[src/logic/sspd_map.svh]
// Constants for the status write, lock and power-down SPI controller
// Operation
// - Indirect status write sends 71h, an address byte, then one data byte.
// - A nonvolatile indirect status write is preceded by 06h to set write_permit_latch.
// - A volatile status write is preceded immediately by 50h, good for one write.
// - Every nonvolatile status write gets its own 06h beforehand.
// - Opcode, address and data are eight clocks each, most significant bit first.
// - Clocks 0-7 opcode, 8-15 address, 16-23 data, bit 7 first.
// - The whole sequence is shifted before chip select rises.
// - Chip select rises only on a whole multiple of eight clocks.
// - 06h is issued before the lock opcode.
// - Lock opcode is followed by 4Dh then 67h, nothing else.
// - B9h is ignored while busy; reissue it once the operation finishes.
// - Poll op_in_progress_flag in status one before retrying power-down.
// - ABh then chip select high after clock eight returns the device to standby.
`ifndef SSPD_MAP_SVH
`define SSPD_MAP_SVH
`define SSPD_OP_WREN      8'h06
`define SSPD_OP_VWREN     8'h50
`define SSPD_OP_WSR_IND   8'h71
`define SSPD_OP_LOCK      8'h6f
`define SSPD_LOCK_KEY1    8'h4d
`define SSPD_LOCK_KEY2    8'h67
`define SSPD_OP_SLEEP     8'hb9
`define SSPD_OP_RESUME    8'hab
`define SSPD_OP_RDSR_IND  8'h65
`define SSPD_DUMMY        8'h00
`define SSPD_SR_FIRST     8'h01
`define SSPD_SR_LAST      8'h05
`define SSPD_SR1_BUSY     0
`define SSPD_REG_CTRL     3'h0
`define SSPD_REG_ADDR     3'h1
`define SSPD_REG_DATA     3'h2
`define SSPD_REG_STAT     3'h3
`define SSPD_CTRL_OP_HI   2
`define SSPD_CTRL_VOL     4
`define SSPD_STAT_BUSY    0
`define SSPD_STAT_SLEEP   1
`define SSPD_STAT_REFUSED 2
`define SSPD_STAT_RX_LO   8
`define SSPD_CLK_NS       8
`define SSPD_CSH_NS       50
`define SSPD_CSH_CYC      ((`SSPD_CSH_NS + `SSPD_CLK_NS - 1) / `SSPD_CLK_NS)
`define SSPD_SLEEP_NS     3000
`define SSPD_SLEEP_CYC    ((`SSPD_SLEEP_NS + `SSPD_CLK_NS - 1) / `SSPD_CLK_NS)
`define SSPD_SCK_HALF     2
`endif

[src/logic/sspd_pkg.sv]
// Types shared by the status write, lock and power-down controller
package sspd_pkg;
	// Operations that software can start
	typedef enum logic [2:0] {
		SSPD_DO_WRITE  = 3'h0,
		SSPD_DO_LOCK   = 3'h1,
		SSPD_DO_SLEEP  = 3'h2,
		SSPD_DO_RESUME = 3'h3,
		SSPD_DO_POLL   = 3'h4
	} sspd_op_t;
	// Sequencer states, Gray along idle-load-shift-gap-wait
	typedef enum logic [2:0] {
		SSPD_IDLE  = 3'b000,
		SSPD_LOAD  = 3'b001,
		SSPD_SHIFT = 3'b011,
		SSPD_GAP   = 3'b010,
		SSPD_WAIT  = 3'b110
	} sspd_state_t;
	// One chip-select frame: up to four bytes, first in the top lane
	typedef struct packed {
		logic [31:0] bytes;
		logic [2:0]  len;
	} sspd_frame_t;
	// Pins toward the flash
	typedef struct packed {
		logic cs_n;
		logic sck;
		logic si;
	} sspd_pins_t;
endpackage : sspd_pkg

[src/logic/sspd_ctrl.sv]
// Host controller: indirect status write, status lock, deep power-down and resume
`timescale 1ns/10ps
`include "sspd_map.svh"
module sspd_ctrl #(
	parameter int CSH_CYC   = `SSPD_CSH_CYC,
	parameter int SLEEP_CYC = `SSPD_SLEEP_CYC
) (
	// Clock, reset, enable
	input  wire logic        CORE_CLK,
	input  wire logic        SYS_RST,
	input  wire logic        CE,
	// Avalon-MM slave
	input  wire logic [2:0]  AVS_ADDRESS,
	input  wire logic        AVS_READ,
	input  wire logic        AVS_WRITE,
	input  wire logic [31:0] AVS_WRITEDATA,
	output logic [31:0]      AVS_READDATA,
	output logic             AVS_WAITREQUEST,
	// Flash pins
	output logic             SPI_CS_N,
	output logic             SPI_SCK,
	output logic             SPI_SI,
	input  wire logic        SPI_SO
);
	import sspd_pkg::*;

	////////////////////////////////////////////////////////////////////////
	// State
	sspd_state_t state, next_state;
	sspd_op_t    op, next_op;
	sspd_frame_t frame, next_frame, built;
	logic        vol, next_vol, step, next_step, kick, next_kick;
	logic [7:0]  reg_addr, next_reg_addr, wdata, next_wdata;
	logic [7:0]  cur_code, next_cur_code, last_code, next_last_code;
	logic [7:0]  rxb, next_rxb;
	logic [2:0]  sent, next_sent;
	logic        asleep, next_asleep, refused, next_refused;
	logic        cs_n, next_cs_n, ack, next_ack;
	logic [31:0] rdata, next_rdata;
	logic        spi_start, spi_busy, spi_done, tm_load, tm_expired;
	logic [15:0] tm_count;
	logic [7:0]  spi_rx;
	logic        wr_acc, go, bad_addr;
	sspd_op_t    req_op;

	////////////////////////////////////////////////////////////////////////
	// Frame builder: which bytes go out for a given operation and step
	function automatic sspd_frame_t build_frame(input sspd_op_t o, input logic s, input logic v,
	                                            input logic [7:0] a, input logic [7:0] d);
		sspd_frame_t f;
		f = '{bytes: 32'h0, len: 3'h1};
		case (o)
			SSPD_DO_WRITE: begin
				if (!s) begin
					f.bytes = {v ? `SSPD_OP_VWREN : `SSPD_OP_WREN, 24'h0};
				end else begin
					f = '{bytes: {`SSPD_OP_WSR_IND, a, d, 8'h00}, len: 3'h3};
				end
			end
			SSPD_DO_LOCK: begin
				if (!s) begin
					f.bytes = {`SSPD_OP_WREN, 24'h0};
				end else begin
					f = '{bytes: {`SSPD_OP_LOCK, `SSPD_LOCK_KEY1, `SSPD_LOCK_KEY2, 8'h00}, len: 3'h3};
				end
			end
			SSPD_DO_SLEEP: begin
				if (!s) begin
					f = '{bytes: {`SSPD_OP_RDSR_IND, `SSPD_SR_FIRST, `SSPD_DUMMY, `SSPD_DUMMY}, len: 3'h4};
				end else begin
					f.bytes = {`SSPD_OP_SLEEP, 24'h0};
				end
			end
			SSPD_DO_RESUME: f.bytes = {`SSPD_OP_RESUME, 24'h0};
			SSPD_DO_POLL: f = '{bytes: {`SSPD_OP_RDSR_IND, `SSPD_SR_FIRST, `SSPD_DUMMY, `SSPD_DUMMY}, len: 3'h4};
			default: f = '{bytes: 32'h0, len: 3'h1};
		endcase
		return f;
	endfunction : build_frame

	////////////////////////////////////////////////////////////////////////
	// Submodules
	sspd_spi_byte #(.HALF(`SSPD_SCK_HALF)) u_byte (
		.clk(CORE_CLK), .rst(SYS_RST), .en(CE), .start(spi_start), .tx(frame.bytes[31:24]),
		.rx(spi_rx), .busy(spi_busy), .done(spi_done), .so(SPI_SO), .sck(SPI_SCK), .si(SPI_SI)
	);

	sspd_timer #(.W(16)) u_timer (
		.clk(CORE_CLK), .rst(SYS_RST), .en(CE), .load(tm_load), .count(tm_count), .expired(tm_expired)
	);

	////////////////////////////////////////////////////////////////////////
	// Bus decode: each access is answered one cycle after it appears
	assign AVS_WAITREQUEST = (AVS_READ | AVS_WRITE) & ~ack;
	assign wr_acc   = AVS_WRITE & ack;
	assign go       = wr_acc && (AVS_ADDRESS == `SSPD_REG_CTRL);
	assign req_op   = sspd_op_t'(AVS_WRITEDATA[`SSPD_CTRL_OP_HI:0]);
	// Addresses outside the five status registers are never sent; the flash would only abort
	assign bad_addr = (reg_addr < `SSPD_SR_FIRST) || (reg_addr > `SSPD_SR_LAST);
	assign spi_start = (state == SSPD_SHIFT) && kick;
	assign built     = build_frame(op, step, vol, reg_addr, wdata);

	////////////////////////////////////////////////////////////////////////
	// Next-state logic for the sequencer and the register file
	always_comb begin
		next_state = state; next_op = op; next_frame = frame; next_vol = vol; next_step = step;
		next_kick = 1'b0; next_reg_addr = reg_addr; next_wdata = wdata; next_cur_code = cur_code;
		next_last_code = last_code; next_rxb = rxb; next_sent = sent; next_asleep = asleep;
		next_refused = refused; next_cs_n = cs_n; tm_load = 1'b0; tm_count = 16'(CSH_CYC);
		next_ack = (AVS_READ | AVS_WRITE) & ~ack;
		next_rdata = 32'h0;
		// Read data is staged in the wait cycle so it stands on the answering edge
		case (AVS_ADDRESS)
			`SSPD_REG_CTRL: next_rdata = {27'h0, vol, 1'b0, op};
			`SSPD_REG_ADDR: next_rdata = {24'h0, reg_addr};
			`SSPD_REG_DATA: next_rdata = {24'h0, wdata};
			`SSPD_REG_STAT: next_rdata = {16'h0, rxb, 5'h0, refused, asleep, state != SSPD_IDLE};
			default:        next_rdata = 32'h0;
		endcase
		if (wr_acc && AVS_ADDRESS == `SSPD_REG_ADDR && state == SSPD_IDLE) begin
			next_reg_addr = AVS_WRITEDATA[7:0];
		end
		if (wr_acc && AVS_ADDRESS == `SSPD_REG_DATA && state == SSPD_IDLE) begin
			next_wdata = AVS_WRITEDATA[7:0];
		end
		// Writing one clears the refused flag; a fresh refusal below still wins
		if (wr_acc && AVS_ADDRESS == `SSPD_REG_STAT && AVS_WRITEDATA[`SSPD_STAT_REFUSED]) begin
			next_refused = 1'b0;
		end
		case (state)
			SSPD_IDLE: begin
				if (go) begin
					// In deep sleep only the resume opcode would be heard
					if ((asleep && req_op != SSPD_DO_RESUME) ||
					    (req_op == SSPD_DO_WRITE && bad_addr) || req_op > SSPD_DO_POLL) begin
						next_refused = 1'b1;
					end else begin
						next_op = req_op; next_vol = AVS_WRITEDATA[`SSPD_CTRL_VOL];
						next_step = 1'b0; next_state = SSPD_LOAD;
					end
				end
			end
			SSPD_LOAD: begin
				next_frame = built; next_cur_code = built.bytes[31:24];
				next_sent = 3'h0; next_cs_n = 1'b0; next_kick = 1'b1; next_state = SSPD_SHIFT;
			end
			SSPD_SHIFT: begin
				if (spi_done) begin
					next_sent = sent + 3'h1;
					next_frame.bytes = {frame.bytes[23:0], 8'h00};
					next_rxb = spi_rx;
					if (sent + 3'h1 == frame.len) begin
						next_cs_n = 1'b1;
						tm_load = 1'b1;
						next_state = SSPD_GAP;
					end else begin
						next_kick = 1'b1;
					end
				end
			end
			SSPD_GAP: begin
				if (tm_expired) begin
					next_last_code = cur_code;
					next_state = SSPD_IDLE;
					case (op)
						SSPD_DO_WRITE, SSPD_DO_LOCK: begin
							if (!step) begin
								next_step = 1'b1; next_state = SSPD_LOAD;
							end
						end
						SSPD_DO_SLEEP: begin
							if (!step) begin
								// Busy flash would drop B9h, so keep polling first
								next_step = !rxb[`SSPD_SR1_BUSY];
								next_state = SSPD_LOAD;
							end else begin
								next_asleep = 1'b1; tm_load = 1'b1; tm_count = 16'(SLEEP_CYC);
								next_state = SSPD_WAIT;
							end
						end
						SSPD_DO_RESUME: begin
							next_asleep = 1'b0; tm_load = 1'b1; tm_count = 16'(SLEEP_CYC);
							next_state = SSPD_WAIT;
						end
						default: next_state = SSPD_IDLE;
					endcase
				end
			end
			SSPD_WAIT: begin
				if (tm_expired) begin
					next_state = SSPD_IDLE;
				end
			end
			default: next_state = SSPD_IDLE;
		endcase
		if (go && state != SSPD_IDLE) begin
			next_refused = 1'b1;
		end
	end

	// Register everything; CE low freezes the whole block
	always_ff @(posedge CORE_CLK) begin
		if (SYS_RST) begin
			state <= SSPD_IDLE; op <= SSPD_DO_WRITE; frame <= '0; vol <= 1'b0; step <= 1'b0;
			kick <= 1'b0; reg_addr <= 8'h00; wdata <= 8'h00; cur_code <= 8'h00; last_code <= 8'h00;
			rxb <= 8'h00; sent <= 3'h0; asleep <= 1'b0; refused <= 1'b0; cs_n <= 1'b1;
			ack <= 1'b0; rdata <= 32'h0;
		end else if (CE) begin
			state <= next_state; op <= next_op; frame <= next_frame; vol <= next_vol;
			step <= next_step; kick <= next_kick; reg_addr <= next_reg_addr; wdata <= next_wdata;
			cur_code <= next_cur_code; last_code <= next_last_code; rxb <= next_rxb;
			sent <= next_sent; asleep <= next_asleep; refused <= next_refused; cs_n <= next_cs_n;
			ack <= next_ack; rdata <= next_rdata;
		end
	end

	assign SPI_CS_N     = cs_n;
	assign AVS_READDATA = rdata;
endmodule : sspd_ctrl

[src/logic/sspd_timer.sv]
// Down counter that paces chip-select gaps and sleep entry
`timescale 1ns/10ps
module sspd_timer #(
	parameter int W = 16
) (
	// Clock and control
	input  wire logic         clk,
	input  wire logic         rst,
	input  wire logic         en,
	// Load and status
	input  wire logic         load,
	input  wire logic [W-1:0] count,
	output logic              expired
);
	logic [W-1:0] cnt;
	logic [W-1:0] next_cnt;

	// Load wins over counting so a new gap never merges with an old one
	always_comb begin
		next_cnt = cnt;
		if (load) begin
			next_cnt = count;
		end else if (cnt != '0) begin
			next_cnt = cnt - 1'b1;
		end
	end

	always_ff @(posedge clk) begin
		if (rst) begin
			cnt <= '0;
		end else if (en) begin
			cnt <= next_cnt;
		end
	end

	assign expired = (cnt == '0);
endmodule : sspd_timer

[src/logic/sspd_spi_byte.sv]
// Mode 0 SPI byte shifter, most significant bit first
`timescale 1ns/10ps
`include "sspd_map.svh"
module sspd_spi_byte #(
	parameter int HALF = `SSPD_SCK_HALF
) (
	// Clock and control
	input  wire logic       clk,
	input  wire logic       rst,
	input  wire logic       en,
	// Byte request and answer
	input  wire logic       start,
	input  wire logic [7:0] tx,
	output logic [7:0]      rx,
	output logic            busy,
	output logic            done,
	// Pins
	input  wire logic       so,
	output logic            sck,
	output logic            si
);
	logic       so_s1, so_s2;
	logic [7:0] sh, next_sh, next_rx, txh, next_txh;
	logic [2:0] k, next_k;
	logic [7:0] cnt, next_cnt;
	logic       next_busy, next_done, next_sck, next_si;
	logic       edge_due;

	assign edge_due = (cnt == 8'(HALF - 1));

	// SCK rises mid-bit for the flash to sample SI; SO is taken just before the fall
	always_comb begin
		next_sh = sh; next_rx = rx; next_txh = txh; next_k = k;
		next_busy = busy; next_done = 1'b0; next_sck = sck; next_si = si;
		next_cnt = cnt;
		if (!busy) begin
			if (start) begin
				next_busy = 1'b1; next_sh = tx; next_txh = tx; next_si = tx[7];
				next_k = 3'h0; next_cnt = 8'h00;
			end
		end else if (!edge_due) begin
			next_cnt = cnt + 8'h01;
		end else begin
			next_cnt = 8'h00;
			if (!sck) begin
				next_sck = 1'b1;
			end else begin
				next_sck = 1'b0;
				next_rx  = {rx[6:0], so_s2};
				next_sh  = {sh[6:0], 1'b0};
				next_si  = sh[6];
				next_k   = k + 3'h1;
				if (k == 3'h7) begin
					next_busy = 1'b0;
					next_done = 1'b1;
				end
			end
		end
	end

	always_ff @(posedge clk) begin
		if (rst) begin
			so_s1 <= 1'b0; so_s2 <= 1'b0; sh <= 8'h00; rx <= 8'h00; txh <= 8'h00;
			k <= 3'h0; cnt <= 8'h00; busy <= 1'b0; done <= 1'b0; sck <= 1'b0; si <= 1'b0;
		end else if (en) begin
			so_s1 <= so; so_s2 <= so_s1;
			sh <= next_sh; rx <= next_rx; txh <= next_txh; k <= next_k; cnt <= next_cnt;
			busy <= next_busy; done <= next_done; sck <= next_sck; si <= next_si;
		end
	end
endmodule : sspd_spi_byte

[config.mk]
export PLATFORM = sky130hd
export DESIGN_NAME = sspd_ctrl
export DESIGN_NICKNAME = d
export VERILOG_FILES = /design/src/logic/sspd_pkg.sv /design/src/logic/sspd_ctrl.sv /design/src/logic/sspd_timer.sv /design/src/logic/sspd_spi_byte.sv
export VERILOG_INCLUDE_DIRS = /design/src /design/src/logic
export SDC_FILE = /design/constraint.sdc
export NUM_CORES = 1
export LEC_CHECK = 0
export ABC_CLOCK_PERIOD_IN_PS = 2700
export BUFFER_PORTS_ARGS = -buffer_cell sky130_fd_sc_hd__buf_2
export CAP_MARGIN = 10
export CORE_MARGIN = 8
export CORE_UTILIZATION = 45
export DETAILED_ROUTE_END_ITERATION = 12
export SYNTH_ARGS = -nofsm -noshare
export SYNTH_HDL_FRONTEND = slang
export SYNTH_SLANG_ARGS = --single-unit
[constraint.sdc]
create_clock -name CORE_CLK -period 2.7 [get_ports CORE_CLK]
set_input_delay 0.54 -clock CORE_CLK [delete_from_list [all_inputs] [get_ports CORE_CLK]]
set_output_delay 0.54 -clock CORE_CLK [all_outputs]
set_load 0.03 [all_outputs]
==> flow_summary_export.csv, run 1 <==
group,metric,value,unit
run_status,outcome,"complete, no violations",
clock_network,ctsHoldBuffers,0,
floorplanning,ios,77,
finish,final_net_count,779,
finish,postLayoutCoreUtil,52.5,%
grt,antenna_found_initial,0,
timing,fin_hold_ws,0.369,ns
grt,grt_pass1_vias,4878,
power_and_ir_drop,ir_drop,411,uV
timing,worst_pin_slew,0.606,ns
worst_setup_path,crit_chain,"ha_1 > xnor2_1 > and4_1 > o31ai_1 > buf_4 > or4_2 > a21oi_1",
place,placed_cells_incl_taps,888,
timing,setup_ws,0.187,ns
worst_setup_path,worstSetupPathType,"flip-flop to flip-flop",
detailed_routing,drt_iter0_markers,316,
timing,tns,0,ns
timing,slew_violations,0,
detailed_routing,drtPass1Iterations,4,
timing,hold_violations,0,
synthesis,ys_types,65,
worst_setup_path,cpPeakStageDelay,0.61,ns
floorplanning,dieArea,0.0174,sq mm
clock_network,post_cts_resized,0,
worst_setup_path,cp_slowest_cell,"or4_2",
worst_setup_path,crit_required,3.05,ns
grt,gr-usage-all-layers,16.6,%
timing,slew_headroom,59.4,%
power_and_ir_drop,cellPowerDensity,739,mW/mm^2
place,place_congestion,0.826,
floorplanning,die-height,132,um
synthesis,synth_ff_type,"dfxtp_1",
clock_network,post-cts-setup-buffers,0,
finish,stdcell_count,920,
synthesis,yosysSeqAreaShare,43.4,%
worst_setup_path,cp_num_buf_inv,1,
worst_setup_path,crit_fanout,17,
worst_setup_path,crit_path_end_kind,"flip-flop",
grt,grt_start_max_net_pins,89,
clock_network,cts_num_sinks,131,
worst_hold_path,hold_path.class,"input pin to flip-flop",
clock_network,clockBufferDepth,2,
timing,fin_crit,2.51,ns
floorplanning,start_util,45.8,%
timing,fmax,398,MHz
floorplanning,placementRows,42,
grt,grt_overflow,0,
synthesis,synth_warnings,0,
synthesis,ys_top_cells_by_area,"dfxtp_1, nor2_1, mux2i_1, a21oi_1, nand2_1",
worst_setup_path,crit_path_start_kind,"flip-flop",
clock_network,path_clk_slew,0.06,ns
floorplanning,fp.dieW,132,um
grt,grt_pass1_wl,23800,um
synthesis,yosysTopAreaCellShare,43.4,%
synthesis,yosys.area.top_type,"dfxtp_1",
synthesis,syn_area,0.00604,sq mm
timing,rsz0062_at_grt,"no",
clock_network,htreeDepth,4,
clock_network,cts_tree,"built",
worst_setup_path,cpLargestDelayFamily,"simple AND/OR/NAND/NOR gates",
clock_network,clockRootBuffer,"clkbuf_16",
floorplanning,coreArea,0.0132,sq mm
place,dp_worst_setup_slack,0.202,ns
timing,skew,0.0100,ns
finish,drive_gt1_share,14.2,%
detailed_routing,vias_per_cell,5.51,
place,dpl.hpwl,9880,um
finish,area_delta_synth_final,14.8,%
place,port_buffers,36,
timing,setup_viol,0,
synthesis,synth.avg_cell_area,8.57,sq um
clock_network,cts_made_buffers,17,
detailed_routing,ant_nets,0,
clock_network,clk_latency,0.42,ns
synthesis,ys_ff_latch,131,
synthesis,synthCells,704,
power_and_ir_drop,p_leak,2.51,nW
worst_setup_path,crit_arrival,2.86,ns
detailed_routing,route.detailed.drc,0,
finish,n_antenna_cell,0,
run,maxCapViolCount,0,
synthesis,synth_edf_count,0,
synthesis,synth-async-reset-ratio,0,%
detailed_routing,wl_per_cell,15.3,um
detailed_routing,vias,5073,
timing,post-route-period-util,93.1,%
detailed_routing,wirelength,14000,um
[power by group]
| part | internal [mW] | leakage, nW | switching, mW |
|---|---|---|---|
| sequential | 2.01 | 1.06 | 0.0885 |
| clock | 1.39 | 0.278 | 0.850 |
| combinational | 0.314 | 1.17 | 0.473 |
[layer usage]
layer / global-route usage, % / vias up / part of all wire, %
met4: 5.49 / 0 / 1.5
met5: 0 / - / 0
met2: 27.5 / 92 / 48
met3: 5.56 / 18 / 3.8
li1: - / 2561 / -
met1: 19.8 / 2402 / 46
[worst paths after layout]
kind                                  startpoint  cells past startpoint  slack [ns]        endpoint
worst max register to register           sent[0]                      7        0.19  u_timer.cnt[7]
worst max-delay path                     sent[0]                      7        0.19  u_timer.cnt[7]
worst min register to register            rxb[4]                      2        0.46          rxb[4]
worst min-delay path            AVS_WRITEDATA[7]                      3        0.37     reg_addr[7]
[synthesized netlist by cell type, drive strengths merged, types with 4 or more instances]
| library cell | number |
|---|---|
| buf | 25 |
| dfxtp | 131 |
| nand3b | 5 |
| nor2 | 99 |
| ha | 7 |
| mux2i | 31 |
| a211oi | 24 |
| nor2b | 5 |
| nor4 | 6 |
| o21ai | 24 |
| inv | 9 |
| nand2 | 63 |
| a22oi | 19 |
| nand3 | 12 |
| nand4 | 9 |
| clkbuf | 41 |
| xor2 | 8 |
| o31ai | 8 |
| and3 | 6 |
| nand2b | 11 |
| a22o | 4 |
| or4 | 11 |
| a221oi | 8 |
| nor3 | 19 |
| a21oi | 57 |
| or3 | 8 |
| o211ai | 5 |
[per-stage QoR]
stage / cell area, sq um / total power [mW]
after global routing: 6930 / 5.36
final: 6930 / 5.12
after floorplan: 6090 / 2.78
after global placement: 6350 / 2.89
after CTS: 6930 / 5.16
after detailed placement: 6350 / 2.91
[final cells by class]
class	count	area [sq um]
clock buffer	21	450
clock inverter	11	129
fill	1228	6260
inverter	9	33.8
multi-input combinational	513	3090
sequential	131	2620
tap	176	220
timing repair buffer	59	380
[state kept, by name, summed over array words and instances (netlist names), 7 cells and up]
register,count
AVS_READDATA,16
frame,27
reg_addr,8
rxb,8
u_byte.cnt,8
u_byte.rx,8
u_byte.sh,7
u_timer.cnt,16
wdata,8
[cells in the final DEF (no fill, tap or decap), types with 8 or more instances in the layout]
| cell type | instances |
|---|---|
| o21ai_0 | 24 |
| nor2_1 | 99 |
| dfxtp_1 | 131 |
| buf_4 | 22 |
| a221oi_1 | 8 |
| inv_1 | 9 |
| a22oi_1 | 19 |
| nor3_1 | 19 |
| nand2_1 | 63 |
| conb_1 | 16 |
| mux2i_1 | 31 |
| xor2_1 | 8 |
| nand2b_1 | 11 |
| buf_2 | 35 |
| a21oi_1 | 57 |
| nand3_1 | 12 |
| nand4_1 | 9 |
| o31ai_1 | 8 |
| a211oi_1 | 24 |
| clkbuf_16 | 17 |
[cell families (layout without fill, tap and decap cells)]
kind of cell    count (synthesis)  count (layout)  synth area share (%)
compound gates                169             169                  18.0
simple gates                  275             275                  22.5
fa+ha+maj                       7               7                  1.45
xor+xnor                       11              11                  1.82
other cells                     1              16                0.0621
buf+inv                        75             100                  6.24
mux                            35              35                  6.45
flops                         131             131                  43.4
[worst reg2reg max path: cells and delay by family, from the launching register on]
family,cells,cell delay [ns]
AOI/OAI and AO/OA,2,0.27
xor gates and xnor gates,1,0.27
adders and majority gates,1,0.33
buffers and inverters,1,0.20
DFF,1,0.34
and+or+nand+nor,2,1.02
(Power assumes the default switching activity.)
==> run 2, diff against run 1 <==
- CTS_BUF_LIST: default -> sky130_fd_sc_hd__clkbuf_4
==> run 2 against run 1 <==
  * Worst hold slack got worse by 0.12 ns
  * First-iteration DRC count rose by 0.95%
  * Critical endpoint is now u_timer.cnt[15]
  * Total power fell by 18%
  * Design area fell by 4.3%
  * Cell count did not move
  * Sequential share of layout area rose by 1.7 points
  * Combinational power barely moved
  * Fmax rose by 0.64%
  * Register-to-register slack improved by 0.02 ns
  * Worst setup slack improved by 0.016 ns
  * Via count fell by 0.51%
==> flow_summary_export.csv, run 2 (synthesis results as in run 1) <==
group,metric,value,unit
power_and_ir_drop,p_comb_share,18.8,%
grt,antenna_found_initial,0,
run,maxCapViolCount,0,
worst_setup_path,setup.worst_path.start,"u_timer.cnt[6]",
run_status,outcome,"complete, no violations",
grt,grt_pass1_wl,23700,um
power_and_ir_drop,clkPwrFrac,31.3,%
floorplanning,dieArea,0.0174,sq mm
place,dpl.hpwl,9880,um
finish,layout_common_cells,"dfxtp_1, nor2_1, nand2_1",
finish,drive_gt1_share,14.7,%
floorplanning,start_util,45.8,%
floorplanning,placementRows,42,
detailed_routing,wl_per_cell,15.2,um
timing,rsz0062_at_grt,"no",
clock_network,cts_tree,"built",
power_and_ir_drop,ir_drop,356,uV
place,port_buffers,36,
grt,grt_overflow,0,
timing,tns,0,ns
finish,n_antenna_cell,0,
grt,grt_start_max_net_pins,89,
worst_setup_path,crit_arrival,2.96,ns
finish,final_net_count,779,
power_and_ir_drop,power,4.19,mW
timing,slew_headroom,60.0,%
timing,hold_violations,0,
timing,fin_crit,2.50,ns
detailed_routing,drtPass1Iterations,5,
clock_network,clockBufferDepth,2,
finish,area_delta_synth_final,9.91,%
worst_setup_path,crit_path_start_kind,"flip-flop",
detailed_routing,wirelength,13900,um
detailed_routing,ant_nets,0,
floorplanning,die-height,132,um
timing,fin_hold_ws,0.248,ns
clock_network,clk_latency,0.54,ns
worst_hold_path,min_from,"AVS_WRITEDATA[7]",
detailed_routing,route.detailed.drc,0,
power_and_ir_drop,cellPowerDensity,632,mW/mm^2
floorplanning,coreArea,0.0132,sq mm
timing,setup_viol,0,
worst_setup_path,crit_path_end_kind,"flip-flop",
detailed_routing,vias_per_cell,5.49,
timing,fmax,400,MHz
finish,largest_register_ffs,27,
worst_setup_path,crit_fanout,8,
timing,worst_pin_slew,0.597,ns
grt,grt_pass1_vias,4854,
floorplanning,fp.dieW,132,um
power_and_ir_drop,internal_power,2.90,mW
power_and_ir_drop,p_leak,2.38,nW
finish,stdcell_count,920,
finish,regMostFlops,"frame",
clock_network,htreeDepth,4,
finish,postLayoutCoreUtil,50.3,%
clock_network,post-cts-setup-buffers,0,
power_and_ir_drop,p_sw,1.29,mW
detailed_routing,drt_iter0_markers,319,
detailed_routing,vias,5047,
worst_setup_path,crit_required,3.16,ns
clock_network,cts_made_buffers,17,
finish,nFillCells,1265,
worst_setup_path,worstSetupPathType,"flip-flop to flip-flop",
place,placed_cells_incl_taps,888,
timing,skew,0.0232,ns
clock_network,clockRootBuffer,"clkbuf_4",
power_and_ir_drop,p_sw_share,30.8,%
finish,final_common_cell,"dfxtp_1",
place,place_congestion,0.826,
clock_network,cts_num_sinks,131,
grt,gr-usage-all-layers,16.5,%
worst_setup_path,r2r-start,"u_timer.cnt[6]",
floorplanning,ios,77,
power_and_ir_drop,sequentialPowerShare,50.0,%
clock_network,path_clk_slew,0.12,ns
timing,slew_violations,0,
worst_hold_path,hold_path.class,"input pin to flip-flop",
timing,post-route-period-util,92.5,%
[run 2: cell count changes in the layout (fill, tap and decap cells not counted)]
cell / delta
clkbuf_8: -1
clkinv_1: +1
clkbuf_4: +20
clkbuf_1: -3
and4_2: +1
and4_1: -1
clkbuf_16: -17
[run 2: power by group through the flow]
stage / Clock (mW) / Sequential, mW / Combinational [mW]
after floorplan: 0 / 2.11 / 0.672
after global placement: 0 / 2.13 / 0.761
after detailed placement: 0 / 2.13 / 0.780
after CTS: 1.36 / 2.09 / 0.784
after global routing: 1.44 / 2.11 / 0.882
final: 1.31 / 2.09 / 0.786
[run 2: metrics by stage]
step | setup slack (ns) | cell area [sq um]
6_report | 0.203 | 6630
5_1_grt | 0.0389 | 6630
4_1_cts | 0.162 | 6630
3_5_place_dp | 0.202 | 6350
3_3_place_gp | 0.250 | 6350
2_1_floorplan | 0.358 | 6090
[run 2: area by class of cell]
| type | count | area, sq um | area share, % |
|---|---|---|---|
| multi-input cells | 513 | 3090 | 46.6 |
| well taps | 176 | 220 | 3.32 |
| clock buffers | 20 | 150 | 2.26 |
| inverters | 9 | 33.8 | 0.509 |
| flip-flops and latches | 131 | 2620 | 39.5 |
| repair buffers | 59 | 380 | 5.73 |
| clock inverters | 12 | 133 | 2.00 |
[run 2: final timing paths]
kind | cells after the start | to | slack, ns
hold / removal | 3 | wdata[7] | 0.25
setup reg to reg | 5 | u_timer.cnt[15] | 0.20
hold reg to reg | 2 | rxb[4] | 0.47
setup / recovery | 5 | u_timer.cnt[15] | 0.20
[run 2: worst max-delay path, stage by stage (launching register included)]
cell	delay, ns
dfxtp_1	0.39
or4_4	0.56
or3_4	0.37
or4_1	0.44
or4_1	0.51
a21oi_1	0.16
[run 2: repair_timing]
item,4_1_cts,5_1_grt
endpoints found under the setup margin,0,2
resized for setup,0,1
hold buffers,0,0
[run 2: layer usage]
| layer | part of all wire (%) | GRT usage (%) | vias to the layer above | wire length (um) |
|---|---|---|---|---|
| met2 | 48 | 27.4 | 79 | 6670 |
| met1 | 47 | 19.8 | 2391 | 6550 |
| met3 | 3.6 | 4.88 | 16 | 499 |
| met5 | 0 | 0 | - | 0 |
| li1 | - | - | 2561 | - |
| met4 | 1.5 | 5.62 | 0 | 215 |
==> run 3, diff against run 2 <==
- ABC_CLOCK_PERIOD_IN_PS: 2700 -> 2470
- clock period: 2.7 -> 2.47 ns (I/O delays scaled with it)
==> run 3 against run 2 <==
  * Design area increased by 2.2%
  * Core utilization increased by 1.1 points
  * Worst hold slack got worse by 0.032 ns
  * Worst setup slack got worse by 0.12 ns
  * Cell count increased by 1.6%
  * Sequential share of layout area decreased by 0.86 points
  * Critical path depth unchanged
  * Wire length increased by 2.3%
  * Register-to-register slack got worse by 0.12 ns
  * Critical path type unchanged
  * Largest power group unchanged
  * Highest routed layer unchanged
==> flow_summary_export.csv, run 3 (synthesis results as in run 1) <==
group,metric,value,unit
finish,layout_common_cells,"dfxtp_1, nor2_1, nand2_1",
worst_setup_path,rr_worst_depth,5,
grt,grt_start_max_net_pins,83,
finish,area_delta_synth_final,12.4,%
worst_hold_path,hold_path.class,"input pin to flip-flop",
grt,grtUsageMet3,4.50,%
detailed_routing,route.detailed.drc,0,
timing,slew_violations,0,
power_and_ir_drop,p_leak,2.48,nW
run_status,outcome,"complete, no violations",
worst_setup_path,crit_fanout,6,
worst_setup_path,crit_path_start_kind,"flip-flop",
timing,setup_viol,0,
clock_network,clockBufferDepth,2,
detailed_routing,ant_nets,0,
clock_network,cts_made_buffers,17,
grt,busiest_layer,"met2",
detailed_routing,drtPass1Iterations,5,
grt,grt_use_met2,28.2,%
run,maxCapViolCount,0,
worst_setup_path,r2r-start,"u_timer.cnt[6]",
clock_network,path_clk_slew,0.12,ns
worst_setup_path,setup.worst_path.start,"u_timer.cnt[6]",
floorplanning,fp.dieW,132,um
floorplanning,die-height,132,um
finish,nFillCells,1270,
detailed_routing,drt_iter0_markers,354,
grt,grt_util_met1,19.9,%
timing,worst_pin_slew,0.772,ns
detailed_routing,vias,5129,
floorplanning,dieArea,0.0174,sq mm
worst_setup_path,crit_arrival,2.86,ns
clock_network,htreeDepth,4,
timing,tns,0,ns
timing,fin_hold_ws,0.216,ns
timing,slew_headroom,48.3,%
detailed_routing,wirelength,14300,um
finish,postLayoutCoreUtil,51.4,%
worst_hold_path,hold_end,"wdata[5]",
worst_hold_path,min_from,"AVS_WRITEDATA[5]",
finish,final_common_cell,"dfxtp_1",
place,port_buffers,36,
place,placed_cells_incl_taps,902,
clock_network,cts_tree,"built",
place,dpl.hpwl,10200,um
floorplanning,placementRows,42,
power_and_ir_drop,cellPowerDensity,723,mW/mm^2
place,place_congestion,0.807,
floorplanning,start_util,45.8,%
timing,hold_violations,0,
worst_setup_path,crit_required,2.94,ns
worst_setup_path,cpLargestDelayFamily,"simple AND/OR/NAND/NOR gates",
worst_hold_path,holdPathStages,3,
worst_setup_path,cp_slowest_cell,"or4_4",
finish,stdcell_count,935,
finish,regMostFlops,"frame",
timing,skew,0.0148,ns
grt,grt_overflow,0,
timing,rsz0062_at_grt,"no",
timing,fin_crit,2.39,ns
grt,antenna_found_initial,1,
timing,setup_ws,0.0849,ns
worst_setup_path,worstSetupPathType,"flip-flop to flip-flop",
finish,drive_gt1_share,16.0,%
grt,gr-usage-all-layers,16.5,%
finish,final_net_count,793,
worst_setup_path,crit_path_end_kind,"flip-flop",
grt,grt_pass1_wl,23900,um
worst_setup_path,critPathMostFrequentCell,"or4_1",
clock_network,clockRootBuffer,"clkbuf_4",
place,dp_worst_setup_slack,0.109,ns
timing,post-route-period-util,96.6,%
floorplanning,coreArea,0.0132,sq mm
worst_setup_path,cp_num_buf_inv,0,
worst_setup_path,cpPeakStageDelay,0.54,ns
detailed_routing,vias_per_cell,5.49,
worst_setup_path,crit_chain,"or4_4 > or3_4 > or4_1 > or4_1 > a21oi_2",
detailed_routing,wl_per_cell,15.2,um
worst_setup_path,regToRegSetupSlack,0.08,ns
grt,grt_pass1_vias,4882,
power_and_ir_drop,ir_drop,361,uV
finish,largest_register_ffs,27,
clock_network,cts_num_sinks,131,
clock_network,clk_latency,0.53,ns
worst_setup_path,rr_endpoint,"u_timer.cnt[15]",
timing,fmax,419,MHz
floorplanning,ios,77,
## run 3: changes by cell type in the layout (fill, tap and decap cells not counted), sizes merged, moves of 2 or more
| cell | previous run | this run |
|---|---|---|
| clkbuf | 20 | 18 |
| clkinvlp | 2 | 0 |
| buf | 59 | 73 |
| bufinv | 2 | 4 |
## run 3: worst max path at each step
stage	end	slack (ns)	cells after the start
2_1_floorplan	u_timer.cnt[15]	0.13	5
3_3_place_gp	u_timer.cnt[15]	0.11	5
3_5_place_dp	u_timer.cnt[15]	0.11	5
4_1_cts	u_timer.cnt[15]	0.1	5
5_1_grt	u_timer.cnt[15]	0.01	5
6_report	u_timer.cnt[15]	0.08	5
## run 3: layout make-up
class / count / area [sq um] / area share [%]
tap: 176 / 220 / 3.25
timing repair buffer: 73 / 485 / 7.16
inverter: 9 / 33.8 / 0.498
sequential: 131 / 2620 / 38.7
clock buffer: 18 / 135 / 1.99
multi-input combinational: 513 / 3100 / 45.7
antenna: 1 / 2.50 / 0.0369
clock inverter: 14 / 185 / 2.73
## run 3: through the flow
stage                     area, sq um  power, mW
after floorplan                  6090       3.04
after detailed placement         6450       3.33
after CTS                        6780       4.95
after global routing             6780       5.19
after global placement           6450       3.29
final                            6780       4.90
## run 3: power breakdown
part           switching (mW)  internal, mW  leakage [nW]  total, mW
sequential             0.0824          2.19          1.06       2.27
combinational           0.576         0.448          1.24       1.02
clock                   0.794         0.812         0.173       1.61
## run 3: worst register-to-register path: cells and delay by family (launching register included)
family | cells | cell delay [ns]
compound gates | 1 | 0.14
flops | 1 | 0.32
simple gates | 4 | 1.89
## run 3: layer usage
layer  vias to the layer above  share of wire (%)
met4                         0               0.72
met1                      2446                 46
met2                        87                 50
met3                         5                3.3
met5                         -                  0
li1                       2591                  -
## run 3: repair_timing
action | CTS | global route
hold buffers | 0 | 0
setup buffers | 0 | 0
hold endpoints to repair | 0 | 0
gates resized for setup | 0 | 1
endpoints found under the setup margin | 0 | 1
